### src/logic/swtsq_pkg.sv
/*
 * Shared constants and types of the sweep trigger sequencer: register
 * offsets, reset values, mode and source codes, carrier structs.
 * Assumes a 32-bit classic Wishbone bus with byte addresses.
 */
`default_nettype none

package swtsq_pkg;

   // ******************************************************************
   // Register map (byte offsets)
   // ******************************************************************
   localparam logic [7:0] ADR_CTRL  = 8'h00;
   localparam logic [7:0] ADR_MODE  = 8'h04;
   localparam logic [7:0] ADR_COUNT = 8'h08;
   localparam logic [7:0] ADR_CMD   = 8'h0C;
   localparam logic [7:0] ADR_NPTS  = 8'h10;
   localparam logic [7:0] ADR_STAT  = 8'h14;

   // ******************************************************************
   // Field positions and limits
   // ******************************************************************
   localparam int unsigned CMD_TRIG_BIT = 0;
   localparam int unsigned CNT_W        = 10;
   localparam logic [9:0]  CNT_MIN      = 10'h001;
   localparam logic [9:0]  CNT_MAX      = 10'h3E7;
   localparam logic [9:0]  CNT_RST      = 10'h001;
   localparam logic [9:0]  NPTS_RST     = 10'h0C9;

   // ******************************************************************
   // Codes
   // ******************************************************************
   typedef enum logic [1:0] {
      SRC_AUTO = 2'b00,
      SRC_EXT  = 2'b01,
      SRC_BUS  = 2'b10,
      SRC_KEY  = 2'b11
   } swtsq_src_type;

   typedef enum logic [1:0] {
      MODE_HOLD   = 2'b00,
      MODE_SINGLE = 2'b01,
      MODE_COUNT  = 2'b10,
      MODE_CONT   = 2'b11
   } swtsq_mode_type;

   typedef enum logic [1:0] {
      ST_IDLE  = 2'b00,
      ST_ARMED = 2'b01,
      ST_PWAIT = 2'b10,
      ST_MEAS  = 2'b11
   } swtsq_state_type;

   // ******************************************************************
   // Carriers
   // ******************************************************************
   typedef struct packed {
      swtsq_src_type src;
      logic          on_point;
      logic          edge_neg;
   } swtsq_ctrl_type;

   localparam swtsq_ctrl_type CTRL_RST =
      '{src: SRC_AUTO, on_point: 1'b0, edge_neg: 1'b0};

   typedef struct packed {
      logic        cyc;
      logic        stb;
      logic        we;
      logic [7:0]  adr;
      logic [3:0]  sel;
      logic [31:0] dat;
   } swtsq_wb_req_type;

endpackage : swtsq_pkg

`default_nettype wire

### src/logic/swtsq_top.sv
/*
 * Sweep trigger sequencer: picks a trigger source, edge-detects the
 * external trigger, and paces a measurement engine point by point
 * through hold, single, counted and continuous sweep modes.
 * Assumes a classic Wishbone master and an engine that answers each
 * meas_start_o with one meas_done_i pulse; inputs are synchronous.
 */
// Contract
// (RULE_01) In sweep event mode one accepted trigger runs a whole sweep.
// (RULE_02) In point event mode each trigger measures one point only.
// (RULE_03) Autotrigger runs the mode's sweeps whatever the event mode.
// (RULE_04) Positive polarity triggers on the rising external edge.
// (RULE_05) Negative polarity triggers on the falling external edge.
// (RULE_06) Modes are hold, single, counted repeat and continuous.
// (RULE_07) After the counted sweeps it holds and ignores triggers.
// (RULE_08) Single mode runs one sweep on a trigger, then holds.
// (RULE_09) With autotrigger, selecting single starts a sweep at once.
// (RULE_10) With autotrigger, entering a count starts sweeping at once.
// (RULE_11) The repeat count accepts only 1 through 999.
// (RULE_12) A repeat count of 1 behaves exactly like single mode.
// (RULE_13) Continuous mode repeats sweeps until a hold command.
// (RULE_14) Hold stops sweeping at once and later triggers are ignored.
// (RULE_15) Source is autotrigger, external, bus command or manual key.
// (RULE_16) The done count clears on a new mode or a count write.

`timescale 1ns/100ps
`default_nettype none

module swtsq_top #(
   parameter int unsigned PNT_W = 10
) (
   // Clock and reset
   input  wire  logic                       core_clk_i,
   input  wire  logic                       resetn_i,
   // Wishbone slave
   input  wire  swtsq_pkg::swtsq_wb_req_type wb_req_i,
   output logic [31:0]                      wb_dat_o,
   output logic                             wb_ack_o,
   // Trigger inputs
   input  wire  logic                       ext_trig_i,
   input  wire  logic                       key_trig_i,
   // Measurement engine
   output logic                             meas_start_o,
   output logic                             meas_abort_o,
   output logic [PNT_W-1:0]                 meas_point_o,
   input  wire  logic                       meas_done_i,
   // Status
   output logic                             sweep_end_o,
   output logic                             hold_o
);
   import swtsq_pkg::*;

   // ******************************************************************
   // Declarations
   // ******************************************************************
   swtsq_ctrl_type       ctrl_r;
   swtsq_mode_type       mode_r;
   swtsq_mode_type       mode_nxt;
   swtsq_state_type      state_r;
   logic [CNT_W-1:0]     count_r;
   logic [CNT_W-1:0]     done_cnt_r;
   logic [PNT_W-1:0]     npts_r;
   logic [PNT_W-1:0]     point_r;
   logic [PNT_W-1:0]     last_pt;
   logic                 ack_r;
   logic [31:0]          rdat_r;
   logic                 ext_q_r;
   logic                 start_r;
   logic                 abort_r;
   logic                 end_r;
   logic                 acc;
   logic                 wr;
   logic                 wr_mode;
   logic                 wr_cnt;
   logic                 cnt_ok;
   logic                 new_sel;
   logic                 ext_hit;
   logic                 trig;
   logic                 auto;
   logic                 wait_pt;
   logic                 sweep_last;
   logic                 group_last;

   // ******************************************************************
   // Bus decode
   // ******************************************************************
   // One access per request; ack follows one cycle later
   assign acc     = wb_req_i.cyc & wb_req_i.stb & ~ack_r;
   // Writes land at the edge where the master samples ack
   assign wr      = wb_req_i.cyc & wb_req_i.stb & ack_r &
                    wb_req_i.we & wb_req_i.sel[0];
   assign wr_mode = wr & (wb_req_i.adr == ADR_MODE);
   assign wr_cnt  = wr & (wb_req_i.adr == ADR_COUNT);
   assign cnt_ok  = (wb_req_i.dat[9:0] >= CNT_MIN) &&
                    (wb_req_i.dat[9:0] <= CNT_MAX);       // [RULE_11]
   assign new_sel = wr_mode | (wr_cnt & cnt_ok);

   // Ack generation
   always_ff @(posedge core_clk_i) begin
      if (!resetn_i) begin
         ack_r <= 1'b0;
      end else begin
         ack_r <= acc;
      end
   end

   // Read data capture; unmapped offsets read zero
   always_ff @(posedge core_clk_i) begin
      if (!resetn_i) begin
         rdat_r <= 32'h00000000;
      end else if (acc) begin
         unique case (wb_req_i.adr)
            ADR_CTRL:  rdat_r <= {28'h0, ctrl_r};
            ADR_MODE:  rdat_r <= {30'h0, mode_r};
            ADR_COUNT: rdat_r <= {22'h0, count_r};
            ADR_NPTS:  rdat_r <= {{(32-PNT_W){1'b0}}, npts_r};
            ADR_STAT:  rdat_r <= {6'h00, done_cnt_r, 10'(point_r),
                                  4'h0, state_r};
            default:   rdat_r <= 32'h00000000;
         endcase
      end
   end

   assign wb_ack_o = ack_r;
   assign wb_dat_o = rdat_r;

   // ******************************************************************
   // Configuration registers
   // ******************************************************************
   // Source, event and polarity
   always_ff @(posedge core_clk_i) begin
      if (!resetn_i) begin
         ctrl_r <= CTRL_RST;
      end else if (wr && wb_req_i.adr == ADR_CTRL) begin
         ctrl_r <= swtsq_ctrl_type'(wb_req_i.dat[3:0]);  // [RULE_15]
      end
   end

   // Repeat count, out of range writes dropped
   always_ff @(posedge core_clk_i) begin
      if (!resetn_i) begin
         count_r <= CNT_RST;
      end else if (wr_cnt && cnt_ok) begin
         count_r <= wb_req_i.dat[9:0];                  // [RULE_11]
      end
   end

   // Points per sweep, zero refused
   always_ff @(posedge core_clk_i) begin
      if (!resetn_i) begin
         npts_r <= NPTS_RST[PNT_W-1:0];
      end else if (wr && wb_req_i.adr == ADR_NPTS &&
                   wb_req_i.dat[PNT_W-1:0] != '0) begin
         npts_r <= wb_req_i.dat[PNT_W-1:0];
      end
   end

   // ******************************************************************
   // Trigger selection
   // ******************************************************************
   // External input history for edge detection
   always_ff @(posedge core_clk_i) begin
      if (!resetn_i) begin
         ext_q_r <= 1'b0;
      end else begin
         ext_q_r <= ext_trig_i;
      end
   end

   assign ext_hit = ctrl_r.edge_neg ?
                    (ext_q_r & ~ext_trig_i) :              // [RULE_05]
                    (~ext_q_r & ext_trig_i);               // [RULE_04]
   assign auto    = (ctrl_r.src == SRC_AUTO);

   // Source multiplexer
   always_comb begin
      unique case (ctrl_r.src)
         SRC_AUTO: trig = 1'b1;                          // [RULE_03]
         SRC_EXT:  trig = ext_hit;
         SRC_BUS:  trig = wb_req_i.adr == ADR_CMD &&
                          wr && wb_req_i.dat[CMD_TRIG_BIT];
         SRC_KEY:  trig = key_trig_i;                    // [RULE_15]
      endcase
   end

   // Each point waits for a trigger only off autotrigger
   assign wait_pt = ctrl_r.on_point & ~auto;             // [RULE_02]

   // ******************************************************************
   // Sweep bookkeeping
   // ******************************************************************
   assign last_pt    = npts_r - {{(PNT_W-1){1'b0}}, 1'b1};
   assign sweep_last = (state_r == ST_MEAS) & meas_done_i &
                       (point_r == last_pt);
   assign group_last = sweep_last &
                       ((mode_r == MODE_SINGLE) |          // [RULE_08]
                        ((mode_r == MODE_COUNT) &&         // [RULE_12]
                         (done_cnt_r + 10'h001 == count_r))); // [RULE_07]

   // Mode select; a count entry selects counted mode
   always_comb begin
      mode_nxt = mode_r;
      if (wr_mode) begin
         mode_nxt = swtsq_mode_type'(wb_req_i.dat[1:0]); // [RULE_06]
      end else if (wr_cnt && cnt_ok) begin
         mode_nxt = MODE_COUNT;                          // [RULE_10]
      end else if (group_last) begin
         mode_nxt = MODE_HOLD;                           // [RULE_07]
      end
   end

   // Mode register
   always_ff @(posedge core_clk_i) begin
      if (!resetn_i) begin
         mode_r <= MODE_HOLD;
      end else begin
         mode_r <= mode_nxt;
      end
   end

   // Completed sweeps
   always_ff @(posedge core_clk_i) begin
      if (!resetn_i) begin
         done_cnt_r <= 10'h000;
      end else if (new_sel) begin
         done_cnt_r <= 10'h000;                          // [RULE_16]
      end else if (sweep_last) begin
         done_cnt_r <= done_cnt_r + 10'h001;
      end
   end

   // ******************************************************************
   // Sequencer
   // ******************************************************************
   // State, point index and engine strobes
   always_ff @(posedge core_clk_i) begin
      if (!resetn_i) begin
         state_r <= ST_IDLE;
         point_r <= '0;
         start_r <= 1'b0;
         abort_r <= 1'b0;
         end_r   <= 1'b0;
      end else begin
         start_r <= 1'b0;
         abort_r <= 1'b0;
         end_r   <= sweep_last;
         if (new_sel) begin
            abort_r <= (state_r == ST_MEAS);             // [RULE_14]
            point_r <= '0;
            state_r <= (mode_nxt == MODE_HOLD) ? ST_IDLE :
                       ST_ARMED;                         // [RULE_09]
         end else begin
            unique case (state_r)
               ST_IDLE: begin
                  state_r <= ST_IDLE;                    // [RULE_14]
               end
               ST_ARMED, ST_PWAIT: begin
                  if (trig) begin
                     state_r <= ST_MEAS;
                     start_r <= 1'b1;
                  end
               end
               ST_MEAS: begin
                  if (meas_done_i && group_last) begin
                     state_r <= ST_IDLE;                 // [RULE_07]
                     point_r <= '0;
                  end else if (meas_done_i) begin
                     point_r <= sweep_last ? '0 :        // [RULE_13]
                                point_r + {{(PNT_W-1){1'b0}}, 1'b1};
                     if (wait_pt) begin
                        state_r <= ST_PWAIT;             // [RULE_02]
                     end else begin
                        start_r <= 1'b1;                 // [RULE_01]
                     end
                  end
               end
            endcase
         end
      end
   end

   assign meas_start_o = start_r;
   assign meas_abort_o = abort_r;
   assign meas_point_o = point_r;
   assign sweep_end_o  = end_r;
   assign hold_o       = (mode_r == MODE_HOLD);
endmodule : swtsq_top

`default_nettype wire

### config.mk
export PLATFORM = sky130hd
export DESIGN_NAME = swtsq_top
export DESIGN_NICKNAME = d
export VERILOG_FILES = /design/src/logic/swtsq_pkg.sv /design/src/logic/swtsq_top.sv
export SDC_FILE = /design/constraint.sdc
export NUM_CORES = 1
export LEC_CHECK = 0
export ABC_AREA = 1
export BUFFER_PORTS_ARGS = -buffer_cell sky130_fd_sc_hd__buf_2
export CAP_MARGIN = 20
export CELL_PAD_IN_SITES_DETAIL_PLACEMENT = 0
export CELL_PAD_IN_SITES_GLOBAL_PLACEMENT = 1
export CORE_UTILIZATION = 34
export CTS_CLUSTER_SIZE = 28
export DETAILED_ROUTE_END_ITERATION = 6
export PLACE_DENSITY = 0.77
export SYNTH_ARGS = -nofsm -noshare
export SYNTH_HDL_FRONTEND = slang
export SYNTH_SLANG_ARGS = --single-unit
### constraint.sdc
create_clock -name core_clk_i -period 2 [get_ports core_clk_i]
set_clock_uncertainty 0.05 [all_clocks]
set_input_delay 0.1 -clock core_clk_i [delete_from_list [all_inputs] [get_ports core_clk_i]]
set_output_delay 0.1 -clock core_clk_i [all_outputs]
set_load 0.02 [all_outputs]
# ---- After elaboration in Yosys (flattened, before gate mapping)
# Cells that the tools add are included.
dict set report word_totals {
  wordCells 101
  mem_bits_ro 0
  latchBits 0
  mem_bits_rw 0
  ff_bits 85
  n_memories 0
  output_inout_bits 47
}
dict set report classes {
  n_shift 0
  bitwise 21
  n_addsub 3
  n_mul 0
  div 0
  muxes 21
  n_lt_le_gt_ge 2
  n_reduce_logical 21
  eq_ne 18
}
# operator n
set op_table {}
lappend op_table {{$pmux W26 S5} 1}
lappend op_table {{$mux W10} 3}
lappend op_table {{$add A10 B1 Y10 const B} 2}
lappend op_table {{$eq A10 B10 Y1} 2}
lappend op_table {{$eq A8 B4 Y1 const B} 2}
lappend op_table {{$eq A8 B5 Y1 const B} 2}
lappend op_table {{$mux W2} 8}
lappend op_table {{$and A1 B1 Y1} 14}
lappend op_table {{$eq A2 B2 Y1 const B} 5}
lappend op_table {{$ge A10 B1 Y1 const B} 1}
lappend op_table {{$le A10 B10 Y1 const B} 1}
lappend op_table {{$reduce_bool A10 Y1} 1}
lappend op_table {{$sub A10 B1 Y10 const B} 1}
lappend op_table {{$logic_and A1 B1 Y1} 9}
lappend op_table {{$eq A8 B3 Y1 const B} 1}
lappend op_table {{$logic_not A2 Y1} 4}
lappend op_table {{$logic_not A8 Y1} 1}
lappend op_table {{$ne A4 B3 Y1 const B} 2}
lappend op_table {{$eq A2 B1 Y1 const B} 3}
lappend op_table {{$mux W1} 6}
lappend op_table {{$pmux W2 S3} 1}
lappend op_table {{$not A1 Y1} 5}
lappend op_table {{$pmux W1 S4} 1}
lappend op_table {{$reduce_and A2 Y1} 2}
lappend op_table {{6 further kinds} 8}

# ---- Longest topological paths before layout
# Gate-level depths: netlist of the first run.
dict set report depth {
  word_depth 11
  mapped_depth 18
}

# ---- Worst setup path after synthesis of the first run
# Ideal clock, no wire load.
dict set report synth_timing {
  path_type {flip-flop to flip-flop}
  start {reg npts_r[0]}
  end {reg mode_r[0]}
  slack_ps 8
  required_ps 1818
  setup_time_ps 132
  stages_incl_launch_ff 13
  synth_period_minus_slack_ps 1992
  t_arrival_ps 1810
  path_cell_list {dfxtp_1 > inv_2 > ha_1 > xnor2_1 > xor2_1 > inv_2 > nand4_2 > nor2_1 > nand4_1 > nor2_2 > nand2_1 > nand3_1 > a21oi_1}
}
dict set report synth_via {
  elab_chain_cells 7
}
# item line_no
set synth_lines {}
lappend synth_lines {{start, declared} swtsq_top.sv:62} ;# logic [PNT_W-1:0] npts_r;
lappend synth_lines {{start signal, assigned} swtsq_top.sv:151} ;# npts_r <= NPTS_RST[PNT_W-1:0];
lappend synth_lines {{start signal, assigned} swtsq_top.sv:154} ;# npts_r <= wb_req_i.dat[PNT_W-1:0];
lappend synth_lines {{$sub A10 B1 Y10} swtsq_top.sv:192} ;# assign last_pt = npts_r - {{(PNT_W-1){1'b0}}, 1'b1};
lappend synth_lines {{$eq A10 B10 Y1} swtsq_top.sv:194} ;# (point_r == last_pt);
lappend synth_lines {{$and A1 B1 Y1} swtsq_top.sv:193} ;# assign sweep_last = (state_r == ST_MEAS) & meas_done_i &
lappend synth_lines {{$and A1 B1 Y1} swtsq_top.sv:195} ;# assign group_last = sweep_last &
lappend synth_lines {{$mux W2} swtsq_top.sv:207} ;# end else if (group_last) begin
lappend synth_lines {{$mux W2} swtsq_top.sv:205} ;# end else if (wr_cnt && cnt_ok) begin
lappend synth_lines {{$mux W2} swtsq_top.sv:203} ;# if (wr_mode) begin
lappend synth_lines {{end signal, assigned} swtsq_top.sv:217} ;# mode_r <= mode_nxt;
lappend synth_lines {{end, declared} swtsq_top.sv:57} ;# swtsq_mode_type mode_r;
# Every way passes these cells.
# A chain may end at the register's enable or synchronous reset.

# ---- Worst setup path after layout of the first run
dict set report layout_timing {
  start {reg npts_r[1]}
  end {reg state_r[0]}
}
dict set report layout_via {
  elab_chain_cells 10
  word_cells_on_any_way 16
  cone_classes {add/sub: 1; eq/ne: 3; mux: 7; bitwise: 2; reduce/logical: 3}
}
# item line_no
set layout_lines {}
lappend layout_lines {{$sub A10 B1 Y10 *} swtsq_top.sv:192}
lappend layout_lines {{$eq A10 B10 Y1 *} swtsq_top.sv:194}
lappend layout_lines {{$and A1 B1 Y1 *} swtsq_top.sv:193}
lappend layout_lines {{$and A1 B1 Y1 *} swtsq_top.sv:195}
lappend layout_lines {{$mux W2} swtsq_top.sv:207}
lappend layout_lines {{$mux W2} swtsq_top.sv:205}
lappend layout_lines {{$mux W2} swtsq_top.sv:203}
lappend layout_lines {{$logic_not A2 Y1} swtsq_top.sv:250} ;# state_r <= (mode_nxt == MODE_HOLD) ? ST_IDLE :
lappend layout_lines {{$mux W1} swtsq_top.sv:250}
lappend layout_lines {{$mux W2} swtsq_top.sv:247} ;# if (new_sel) begin
lappend layout_lines {{end signal, assigned} swtsq_top.sv:250}
lappend layout_lines {{end, declared} swtsq_top.sv:59} ;# swtsq_state_type state_r;
# Mark *: on every way between the ends. The rest lies on a longest branch, timed or not.

==> results.ini, run 1 <==
[floorplan]
die_w_um=114.9
die_h_um=114.9
coreArea_um2=12210
pin_count=99
die_area_um2=13190
rows=40
start_util_pct=35.46

[clocking]
clk_latency_ns=0.35
cts-root-buf=clkbuf_16
numCtsBuffers=9
clkSinkCount=79
cts_buffer_depth=2
cts_tree=built
h-tree-depth=3
clkTransAtPathRegs_ns=0.06

[placement]
numPortBuffers=67
dpl_cell_area_um2=5160
placed_cells=899
dp_slack_ns=-0.1484
place_hpwl_um=10180
place_congestion=0.8696

[synthesis]
async_flop_share_pct=0
netlist-cell-type-count=45
synth_top_area_cell=dfxtp_1
synth_top_area_share_pct=36.52
ys_top_cells_by_area=dfxtp_1 (37%), nand2_1 (12%), a21oi_1 (7.5%)
ys.warnings.count=0
synth-seq-cells=79
syn_area_per_cell_um2=6.874
synth_edf_count=0
synthCells=630
synth_area_um2=4330
synthFlopType=dfxtp_1
ys_seq_area_share_pct=36.52

[critical_path]
crit_type=reg2reg
reg2reg_depth=16
critPathRequiredTime_ns=2.19
critPathMaxFanout=3
r2r_start=npts_r[1]
critPathCaptureType=register
critPathArrivalTime_ns=2.20
r2r_end=state_r[0]
cp-start-kind=register
rrSetupSlack_ns=-0.007

[layout]
drive_above_1_share_pct=28.67
final_util_pct=46.91
multi_input_comb_area_um2=2562
fin_nets=809
syn_to_final_growth_pct=32.27
antenna_cells=0
final_cell_count_no_fill=925
seqCellArea_um2=1592
fin_area_um2=5728
n_fill_cell=1290

[sta]
tns_ns=-0.007482
hold_violations=0
layout_setup_ws_ns=-0.006890
rsz0062_at_grt=true
min_period_ns=2.007
setup_viol=2
whs_ns=0.03793
fin_crit_sh_pct=100.3
fmax_ghz=0.4983
drv_slew=0

[outcome]
status=complete, but fails checks
violations=setup timing

[pwr]
ir_drop_mv=0.3649
p_per_area_nw_per_um2=583.9
p_leak_nw=2.397
power.total_mw=3.344

[flow_run]
maxCapViolations=0

[route]
drtAntennaViolNets=0
drc=0
wirelength_um=13280
viasPerCell=4.970
drtIter0Drc=299
vias=4597
dr.pass1.iters=5
wl_per_cell_um=14.36

[hold_path]
min_to=ctrl_r[2]
min_path_type=in2reg
hold_start=wb_req_i[2]
whs_path_depth=3

[grt]
antenna_found_initial=0
grt_pass1_vias=4213
grt_pass1_wl_um=20990
grt-ovfl-total=0
grt_use_total_pct=20.82
grt_max_degree=32

cells in the final DEF (no fill, tap or decap), drive strengths merged, types with 4 or more instances in the layout:
| cell type | instances |
|---|---|
| conb | 6 |
| o211ai | 4 |
| ha | 5 |
| clkinv | 4 |
| inv | 72 |
| nand3 | 61 |
| or2 | 4 |
| buf | 125 |
| nand4 | 10 |
| nor3 | 11 |
| nor2 | 71 |
| dfxtp | 79 |
| nand2 | 146 |
| clkbuf | 10 |
| xor2 | 11 |
| o21ai | 39 |
| xnor2 | 8 |
| o22ai | 6 |
| a21oi | 65 |
report_power, final:
part / total, mW / internal [mW] / switching (mW) / leakage [nW]
clock network: 1.60 / 0.891 / 0.707 / 0.137
logic: 0.167 / 0.0512 / 0.116 / 1.62
registers: 1.58 / 1.58 / 0.00221 / 0.639
total: 3.34 / 2.52 / 0.825 / 2.40
cell type report:
class	count	area share, %
flip-flops and latches	79	27.79
repair buffers	127	14.00
well taps	168	3.670
multi-input cells	463	44.74
inverters	72	4.718
clock inverters	6	0.9174
clock buffers	10	4.172
metal layers:
metal | routed length (um) | GRT usage (%) | part of all wire [%]
met2 | 6041 | 33.13 | 45
met5 | 0 | 0 | 0
met3 | 714 | 3.321 | 5.4
met4 | 241 | 7.273 | 1.8
met1 | 6286 | 28.56 | 47
synth_stat cells (3+ instances only):
cell / count
o21ai_0: 36
nand2_2: 7
o211ai_1: 4
a21oi_1: 65
nor3_1: 8
dfxtp_1: 79
nand2_1: 136
a221oi_1: 3
o22ai_1: 6
nand3_1: 57
nand3_2: 4
xnor2_1: 8
buf_2: 4
nor2_2: 9
inv_1: 66
xor2_1: 10
inv_2: 4
nor2_1: 58
ha_1: 5
nand4_1: 9
clkbuf_1: 10
o21ai_1: 3
nor2_4: 4
buf_4: 6
critical path: stages, from the launching register on:
cell	delay, ns
dfxtp_2	0.32
inv_2	0.07
ha_4	0.17
buf_6	0.11
nand3_4	0.08
nand2_2	0.09
nand2_1	0.06
nand2_2	0.07
nand3_2	0.07
nor2_2	0.12
nand3_2	0.14
nor2_4	0.15
nand2_2	0.09
nand3_2	0.09
o21ai_0	0.08
nor2_1	0.09
nor2_1	0.04
cell families (layout without fill, tap and decap cells):
group                    Yosys count  count (layout)  synth area share [%]
AND/OR/NAND/NOR                  310             311                 33.89
flip-flops                        79              79                 36.52
AO/OA/AOI/OAI                    122             122                 15.08
adder cells (fa/ha/maj)            5               5                 1.445
other                              1               6               0.08660
XOR/XNOR                          19              19                 4.016
buffers and inverters             94             215                 8.957
registers in the layout, indices dropped and copies added (netlist names):
register	count
meas_start_o	1
npts_r	10
sweep_end_o	1
state_r	2
ctrl_r	4
count_r	10
wb_ack_o	1
meas_abort_o	1
done_cnt_r	10
wb_dat_o	26
meas_point_o	10
ext_q_r	1
mode_r	2
what timing repair did:
item	CTS	global route
setup endpoints to repair	24	25
buffers inserted	3	4
hold buffers	2	0
hold endpoints to repair	2	0
cloned	0	1
gates resized for setup	20	30
pin swaps	4	11
how the worst max path moves through the flow:
stage                            from         endpoint  slack, ns
final                       npts_r[1]       state_r[0]     -0.007
after global routing        npts_r[1]       state_r[0]      -0.20
after CTS                   npts_r[0]    done_cnt_r[2]      -0.02
after detailed placement    npts_r[0]        mode_r[0]      -0.15
after global placement    wb_req_i[6]  meas_point_o[5]      -0.12
after floorplan             npts_r[0]        mode_r[0]      0.008
No activity file was read; power rests on OpenSTA's default activity.
==> inputs of run 2 (changes only) <==
--- a/config.mk
+++ b/config.mk
@@ -5,12 +5,12 @@
 export SDC_FILE = /design/constraint.sdc
 export NUM_CORES = 1
 export LEC_CHECK = 0
-export ABC_AREA = 1
+export ABC_CLOCK_PERIOD_IN_PS = 2000
 export BUFFER_PORTS_ARGS = -buffer_cell sky130_fd_sc_hd__buf_2
 export CAP_MARGIN = 20
 export CELL_PAD_IN_SITES_DETAIL_PLACEMENT = 0
 export CELL_PAD_IN_SITES_GLOBAL_PLACEMENT = 1
-export CORE_UTILIZATION = 34
+export CORE_UTILIZATION = 36
 export CTS_CLUSTER_SIZE = 28
 export DETAILED_ROUTE_END_ITERATION = 6
 export PLACE_DENSITY = 0.77
==> run 2 against run 1 <==
  * The flow still finishes with violations (setup timing)
  * Die area fell by 7.8%
  * Clock power about the same
  * Synthesized cell count decreased by 23%
  * Register-to-register slack got worse by 0.43 ns
  * First-iteration DRC count shrank 20%
  * Utilization up 6.4 points
  * Sequential share of layout area decreased by 1.5 points
  * Hold slack gained 0.038 ns
  * Final cell count fell by 14%
  * Maximum frequency down 18%
  * Combinational power rose by 5%
  * Count of clock-buffer cells in the layout grew 6
  * Critical path type unchanged
  * Largest power group is now sequential cells
==> results.ini, run 2 <==
[outcome]
status=complete, but fails checks  ; unchanged
violations=setup timing  ; unchanged

[pwr]
p_leak_nw=2.450  ; was 2.397 nW
power_switching_uw=738.9  ; was 824.7 uW
p_clk_share_pct=47.4  ; was 47.8%
p_comb_share_pct=5.3  ; was 5.0%
swShare_pct=22.19  ; was 24.66%
p_per_area_nw_per_um2=547.3  ; was 583.9 nW/um2
ir_drop_mv=0.3038  ; was 0.3649 mV
internal_power_mw=2.591  ; was 2.520 mW
power.share.sequential_pct=47.3  ; was 47.2%
power.total_mw=3.330  ; was 3.344 mW

[route]
drtAntennaViolNets=0  ; unchanged
viasPerCell=5.231  ; was 4.970
drtIter0Drc=240  ; was 299
wl_per_cell_um=16.46  ; was 14.36 um
drc=0  ; unchanged
wirelength_um=13020  ; was 13280 um
vias=4138  ; was 4597
dr.pass1.iters=7  ; was 5

[sta]
drv_slew=0  ; unchanged
fmax_ghz=0.4108  ; was 0.4983 GHz
slew_headroom_pct=60.69
rsz0062_at_grt=true  ; unchanged
tns_ns=-7.633  ; was -0.007482 ns
setup_viol=26  ; was 2
whs_ns=0.07592  ; was 0.03793 ns
fin_crit_sh_pct=121.7  ; was 100.3%
min_period_ns=2.434  ; was 2.007 ns
layout_setup_ws_ns=-0.4340  ; was -0.006890 ns
tightest_slew_ns=0.5896
hold_violations=0  ; unchanged

[layout]
largest_reg_flops=26  ; unchanged
syn_to_final_growth_pct=44.22  ; was 32.27%
final_common_cell=buf_4  ; was nand2_1
fin_nets=700  ; was 809
antenna_cells=0  ; unchanged
final_cell_count_no_fill=791  ; was 925
final_cell_mix=buf_4 (97), dfxtp_1 (73), buf_2 (67)  ; was nand2_1 (130), dfxtp_1 (71), buf_2 (67)
drive_above_1_share_pct=38.12  ; was 28.67%

[floorplan]
pin_count=99  ; unchanged
die_w_um=110.3  ; was 114.9 um
die_h_um=110.3  ; was 114.9 um
coreArea_um2=11420  ; was 12210 um2
die_area_um2=12160  ; was 13190 um2
start_util_pct=36.95  ; was 35.46%
rows=39  ; was 40

[clocking]
cts-root-buf=clkbuf_16  ; unchanged
clk_latency_ns=0.35  ; about the same
cts_buffer_depth=2  ; unchanged
clkSinkCount=79  ; unchanged
h-tree-depth=3  ; unchanged
clkTransAtPathRegs_ns=0.06  ; about the same
numCtsBuffers=9  ; unchanged
cts_tree=built  ; unchanged

[hold_path]
whs_path_depth=4  ; was 3
min_path_type=in2reg  ; unchanged

[critical_path]
r2r_end=state_r[1]  ; was state_r[0]
rrSetupSlack_ns=-0.43  ; was -0.007 ns
cp-start-kind=register  ; unchanged
critPathMaxFanout=8  ; was 3
reg2reg_depth=9  ; was 16
r2r_start=npts_r[5]  ; was npts_r[1]
crit_end=state_r[1]  ; was state_r[0]
critPathArrivalTime_ns=2.67  ; was 2.20 ns
critPathRequiredTime_ns=2.23  ; was 2.19 ns
crit_path_start=npts_r[5]  ; was npts_r[1]
critPathCaptureType=register  ; unchanged
crit_type=reg2reg  ; unchanged

[synthesis]
async_flop_share_pct=0  ; unchanged
synthCells=486  ; was 630
synth_top_area_share_pct=37.49  ; was 36.52%
syn_area_per_cell_um2=8.681  ; was 6.874 um2
netlist-cell-type-count=59  ; was 45
synth_edf_count=0  ; unchanged
yosysMostFrequentCell=dfxtp_1  ; was nand2_1
synth_top_area_cell=dfxtp_1  ; unchanged
ys.warnings.count=0  ; unchanged
synthTopCellsByCount=dfxtp_1 (79), nor2b_1 (39), nor2_1 (38)  ; was nand2_1 (136), dfxtp_1 (79), inv_1 (66)
ys_top_cells_by_area=dfxtp_1 (37%), mux2i_1 (6.9%), nor2b_1 (5.8%)  ; was dfxtp_1 (37%), nand2_1 (12%), a21oi_1 (7.5%)
synth_area_um2=4219  ; was 4330 um2
synth-seq-cells=79  ; unchanged
ys_seq_area_share_pct=37.49  ; was 36.52%
synthFlopType=dfxtp_1  ; unchanged

[placement]
place_congestion=0.8916  ; was 0.8696
placed_cells=760  ; was 899
place_hpwl_um=9341  ; was 10180 um
numPortBuffers=67  ; unchanged

[flow_run]
maxCapViolations=0  ; unchanged

[grt]
grt_pass1_wl_um=19820  ; was 20990 um
grtUsageMet3_pct=4.115  ; was 3.321%
grt-ovfl-total=0  ; unchanged
use_met2_pct=34.87  ; was 33.13%
grt_max_degree=42  ; was 32
grt_util_met1_pct=28.82  ; was 28.56%
antenna_found_initial=0  ; unchanged
grt_use_total_pct=21.98  ; was 20.82%
grt_pass1_vias=3836  ; was 4213
top_usage_layer=met2  ; unchanged

[run 2: how the worst min path moves through the flow]
| stage | from | end | slack [ns] |
|---|---|---|---|
| after floorplan | ext_trig_i | ext_q_r | 0.17 |
| after global placement | ext_trig_i | ext_q_r | 0.28 |
| after detailed placement | ext_trig_i | ext_q_r | 0.29 |
| after CTS | wb_req_i[7] | npts_r[7] | 0.05 |
| after global routing | wb_req_i[7] | npts_r[7] | 0.08 |
| final | wb_req_i[7] | npts_r[7] | 0.08 |
[run 2: final cells by class]
cell class | instances | area, um2
Clock buffer | 16 | 281.5
Fill cell | 1046 | 5334
Inverter | 11 | 43.79
Multi-Input combinational cell | 365 | 2710
Sequential cell | 79 | 1597
Tap cell | 143 | 178.9
Timing Repair Buffer | 177 | 1274
[run 2: cell families (layout without fill, tap and decap cells)]
kind of cell	Yosys count	count (layout)	synth area share [%]
DFF	79	79	37.49
AOI/OAI and AO/OA	93	93	15.54
adders and majority gates	5	5	1.483
and+or+nand+nor	193	193	25.12
muxes	29	29	6.880
xor gates and xnor gates	39	39	8.096
buffers and inverters	47	204	5.308
other	1	6	0.08888
[run 2: power by group through the flow]
stage               registers [mW]  logic (mW)  clock network, mW
floorplan                     1.62      0.0797                  0
global placement              1.61       0.161                  0
detailed placement            1.61       0.163                  0
CTS                           1.58       0.165               1.61
global route                  1.58       0.189               1.67
finish                        1.58       0.176               1.58
[run 2: stage by stage]
step                      area, um2  setup slack [ns]  util [%]
after floorplan                4314           -0.2771         -
after CTS                      5812           -0.4033     50.90
after global placement         5385           -0.4965     47.16
final                          6085           -0.4340     53.29
after detailed placement       5385           -0.5000     47.16
after global routing           6085           -0.5532     53.29
[run 2: timing repair]
item	4_1_cts	5_1_grt
gates resized for setup	20	42
endpoints found under the setup margin	26	26
endpoints found under the hold margin	1	0
hold buffers	1	0
pin swaps	11	23
cloned	0	1
setup buffers	6	11
[run 2: critical path: stages (launching register included)]
cell and delay, ns:
dfxtp_4 0.37, nor4_4 0.28, buf_6 0.17, and3_4 0.19, o211ai_1 0.14, a2111oi_4 0.36
o21a_2 0.25, o21ai_2 0.06, or3_1 0.37, a21oi_2 0.12
[run 2: metal layers]
metal	vias up	part of all wire, %
li1	2020	-
met1	1941	45
met2	150	46
met3	27	5.7
met4	0	3.1
met5	-	0
==> inputs of run 3 (changes only) <==
--- a/config.mk
+++ b/config.mk
@@ -13,7 +13,9 @@
 export CORE_UTILIZATION = 36
 export CTS_CLUSTER_SIZE = 28
 export DETAILED_ROUTE_END_ITERATION = 6
+export GPL_ROUTABILITY_DRIVEN = 0
 export PLACE_DENSITY = 0.77
+export RECOVER_POWER = 50
 export SYNTH_ARGS = -nofsm -noshare
 export SYNTH_HDL_FRONTEND = slang
 export SYNTH_SLANG_ARGS = --single-unit
==> constraint.sdc (replaced) <==
create_clock -name core_clk_i -period 2 [get_ports core_clk_i]
set_clock_uncertainty 0.05 [all_clocks]
set_input_delay 0.2 -clock core_clk_i [delete_from_list [all_inputs] [get_ports core_clk_i]]
set_output_delay 0.2 -clock core_clk_i [all_outputs]
set_load 0.02 [all_outputs]
==> run 3 against run 2 <==
  * The flow still finishes with violations (setup timing)
  * Clock power about the same
  * Count of clock-buffer cells in the layout down 3
  * Setup slack worse by 0.0013 ns
  * Largest cell class unchanged
  * Critical endpoint is now state_r[0]
  * Sequential share of layout area down 0.67 points
==> results.ini, run 3 (synthesized netlist as in run 2, its figures left out) <==
[outcome]
status=complete, but fails checks  ; unchanged
violations=setup timing  ; unchanged

[pwr]
power.total_mw=3.313  ; was 3.330 mW
p_leak_nw=2.346  ; was 2.450 nW
ir_drop_mv=0.3349  ; was 0.3038 mV
p_per_area_nw_per_um2=530.2  ; was 547.3 nW/um2

[layout]
final_common_cell=buf_4  ; unchanged
antenna_cells=0  ; unchanged
final_cell_mix=buf_4 (116), dfxtp_1 (70), clkbuf_1 (44)  ; was buf_4 (97), dfxtp_1 (73), buf_2 (67)
syn_to_final_growth_pct=48.10  ; was 44.22%
largest_reg_flops=26  ; unchanged
final_util_pct=54.72  ; was 53.29%
drive_above_1_share_pct=36.30  ; was 38.12%
fin_nets=716  ; was 700

[grt]
grt-ovfl-total=0  ; unchanged
grt_use_total_pct=23.68  ; was 21.98%
grt_pass1_vias=4228  ; was 3836
antenna_found_initial=0  ; unchanged
grt_pass1_wl_um=21600  ; was 19820 um
grt_max_degree=40  ; was 42

[critical_path]
worstPathCellList=ha_4 > buf_4 > nor4b_4 > o31ai_2 > a2111oi_2 > buf_4 > o21a_4 > buf_4 > o21ai_2 > a2bb2o_4 > a21oi_2  ; was nor4_4 > buf_6 > and3_4 > o211ai_1 > a2111oi_4 > o21a_2 > o21ai_2 > or3_1 > a21oi_2
crit_type=reg2reg  ; unchanged
critPathArrivalTime_ns=2.66  ; was 2.67 ns
r2r_start=done_cnt_r[0]  ; was npts_r[5]
worst_path_most_repeated_cell=buf_4
cp_top_family=compound AO/OA/AOI/OAI gates  ; unchanged
cp-start-kind=register  ; unchanged
critPathSlowestCell=a2111oi_2  ; was dfxtp_4
critPathCaptureType=register  ; unchanged
critPathMaxFanout=6  ; was 8
crit_buf_inv=3  ; was 1
crit_path_max_incr_delay_ns=0.37  ; about the same
crit_path_start=done_cnt_r[0]  ; was npts_r[5]
critPathRequiredTime_ns=2.22  ; was 2.23 ns

[sta]
rsz0062_at_grt=true  ; unchanged
fin_crit_sh_pct=121.8  ; was 121.7%
min_period_ns=2.435  ; was 2.434 ns
slew_headroom_pct=63.37  ; was 60.69%
fmax_ghz=0.4106  ; was 0.4108 GHz
hold_violations=0  ; unchanged
setup_viol=27  ; was 26
layout_setup_ws_ns=-0.4353  ; was -0.4340 ns
drv_slew=0  ; unchanged
tightest_slew_ns=0.5494  ; was 0.5896 ns

[floorplan]
rows=39  ; unchanged
die_h_um=110.3  ; unchanged
coreArea_um2=11420  ; unchanged
die_area_um2=12160  ; unchanged
pin_count=99  ; unchanged
die_w_um=110.3  ; unchanged
start_util_pct=36.95  ; unchanged

[clocking]
numCtsBuffers=9  ; unchanged
cts_tree=built  ; unchanged
clkTransAtPathRegs_ns=0.06  ; about the same
h-tree-depth=3  ; unchanged
cts_buffer_depth=2  ; unchanged
cts-root-buf=clkbuf_16  ; unchanged
clk_latency_ns=0.34  ; was 0.35 ns
clkSinkCount=79  ; unchanged
ctsHoldBuffers=0  ; was 1

[route]
viasPerCell=5.271  ; was 5.231
drtIter0Drc=294  ; was 240
drtAntennaViolNets=0  ; unchanged
vias=4254  ; was 4138
wl_per_cell_um=17.12  ; was 16.46 um
dr.pass1.iters=5  ; was 7
wirelength_um=13820  ; was 13020 um
drc=0  ; unchanged

[flow_run]
maxCapViolations=0  ; unchanged

[hold_path]
min_path_type=in2reg  ; unchanged
hold_start=ext_trig_i  ; was wb_req_i[7]

[placement]
place_hpwl_um=9666  ; was 9341 um
numPortBuffers=67  ; unchanged

-- run 3: timing repair --
action                     4_1_cts  5_1_grt
pin swaps                       25       22
cloned                           2        0
buffers inserted                15        3
setup endpoints to repair       26       26
gates resized for setup         52       31
-- run 3: routing by layer --
| layer | global-route usage, % | up-vias | share of wire [%] |
|---|---|---|---|
| met3 | 4.468 | 26 | 5.2 |
| met2 | 40.15 | 136 | 49 |
| met1 | 30.46 | 2035 | 44 |
| li1 | - | 2057 | - |
| met5 | 0 | - | 0 |
| met4 | 6.861 | 0 | 1.9 |
-- run 3: final cells by class --
cell class                 instances  area (um2)
clock buffer                      13       260.3
clock inverter                     3       17.52
fill                            1042        5170
inverter                          11       41.29
multi-input combinational        365        2835
sequential                        79        1598
tap                              143       178.9
timing repair buffer             193        1318
-- run 3: path summary, 6_finish.rpt --
check            endpoint  slack (ns)  cells after the start
max            state_r[0]       -0.44                     11
min               ext_q_r        0.05                      2
max reg2reg    state_r[0]       -0.44                     11
min reg2reg  wb_dat_o[25]        0.48                      2
-- run 3: where the power goes --
group / switching (mW) / total (mW) / internal [mW]
logic: 0.107 / 0.179 / 0.0723
clock network: 0.651 / 1.56 / 0.905
registers: 0.00280 / 1.58 / 1.57
-- run 3: metrics by stage --
stage | instance area, um2 | setup WS (ns) | hold WS (ns) | cells | TNS, ns
finish | 6248 | -0.4353 | 0.05233 | 807 | -7.224
global route | 6248 | -0.5152 | 0.05206 | 807 | -10.28
CTS | 6177 | -0.4220 | 0.04543 | 806 | -5.851
detailed placement | 5500 | -0.4607 | 0.3997 | 774 | -10.39
global placement | 5500 | -0.4604 | 0.3809 | 774 | -9.110
floorplan | 4330 | -0.2771 | 0.2717 | 491 | -1.538
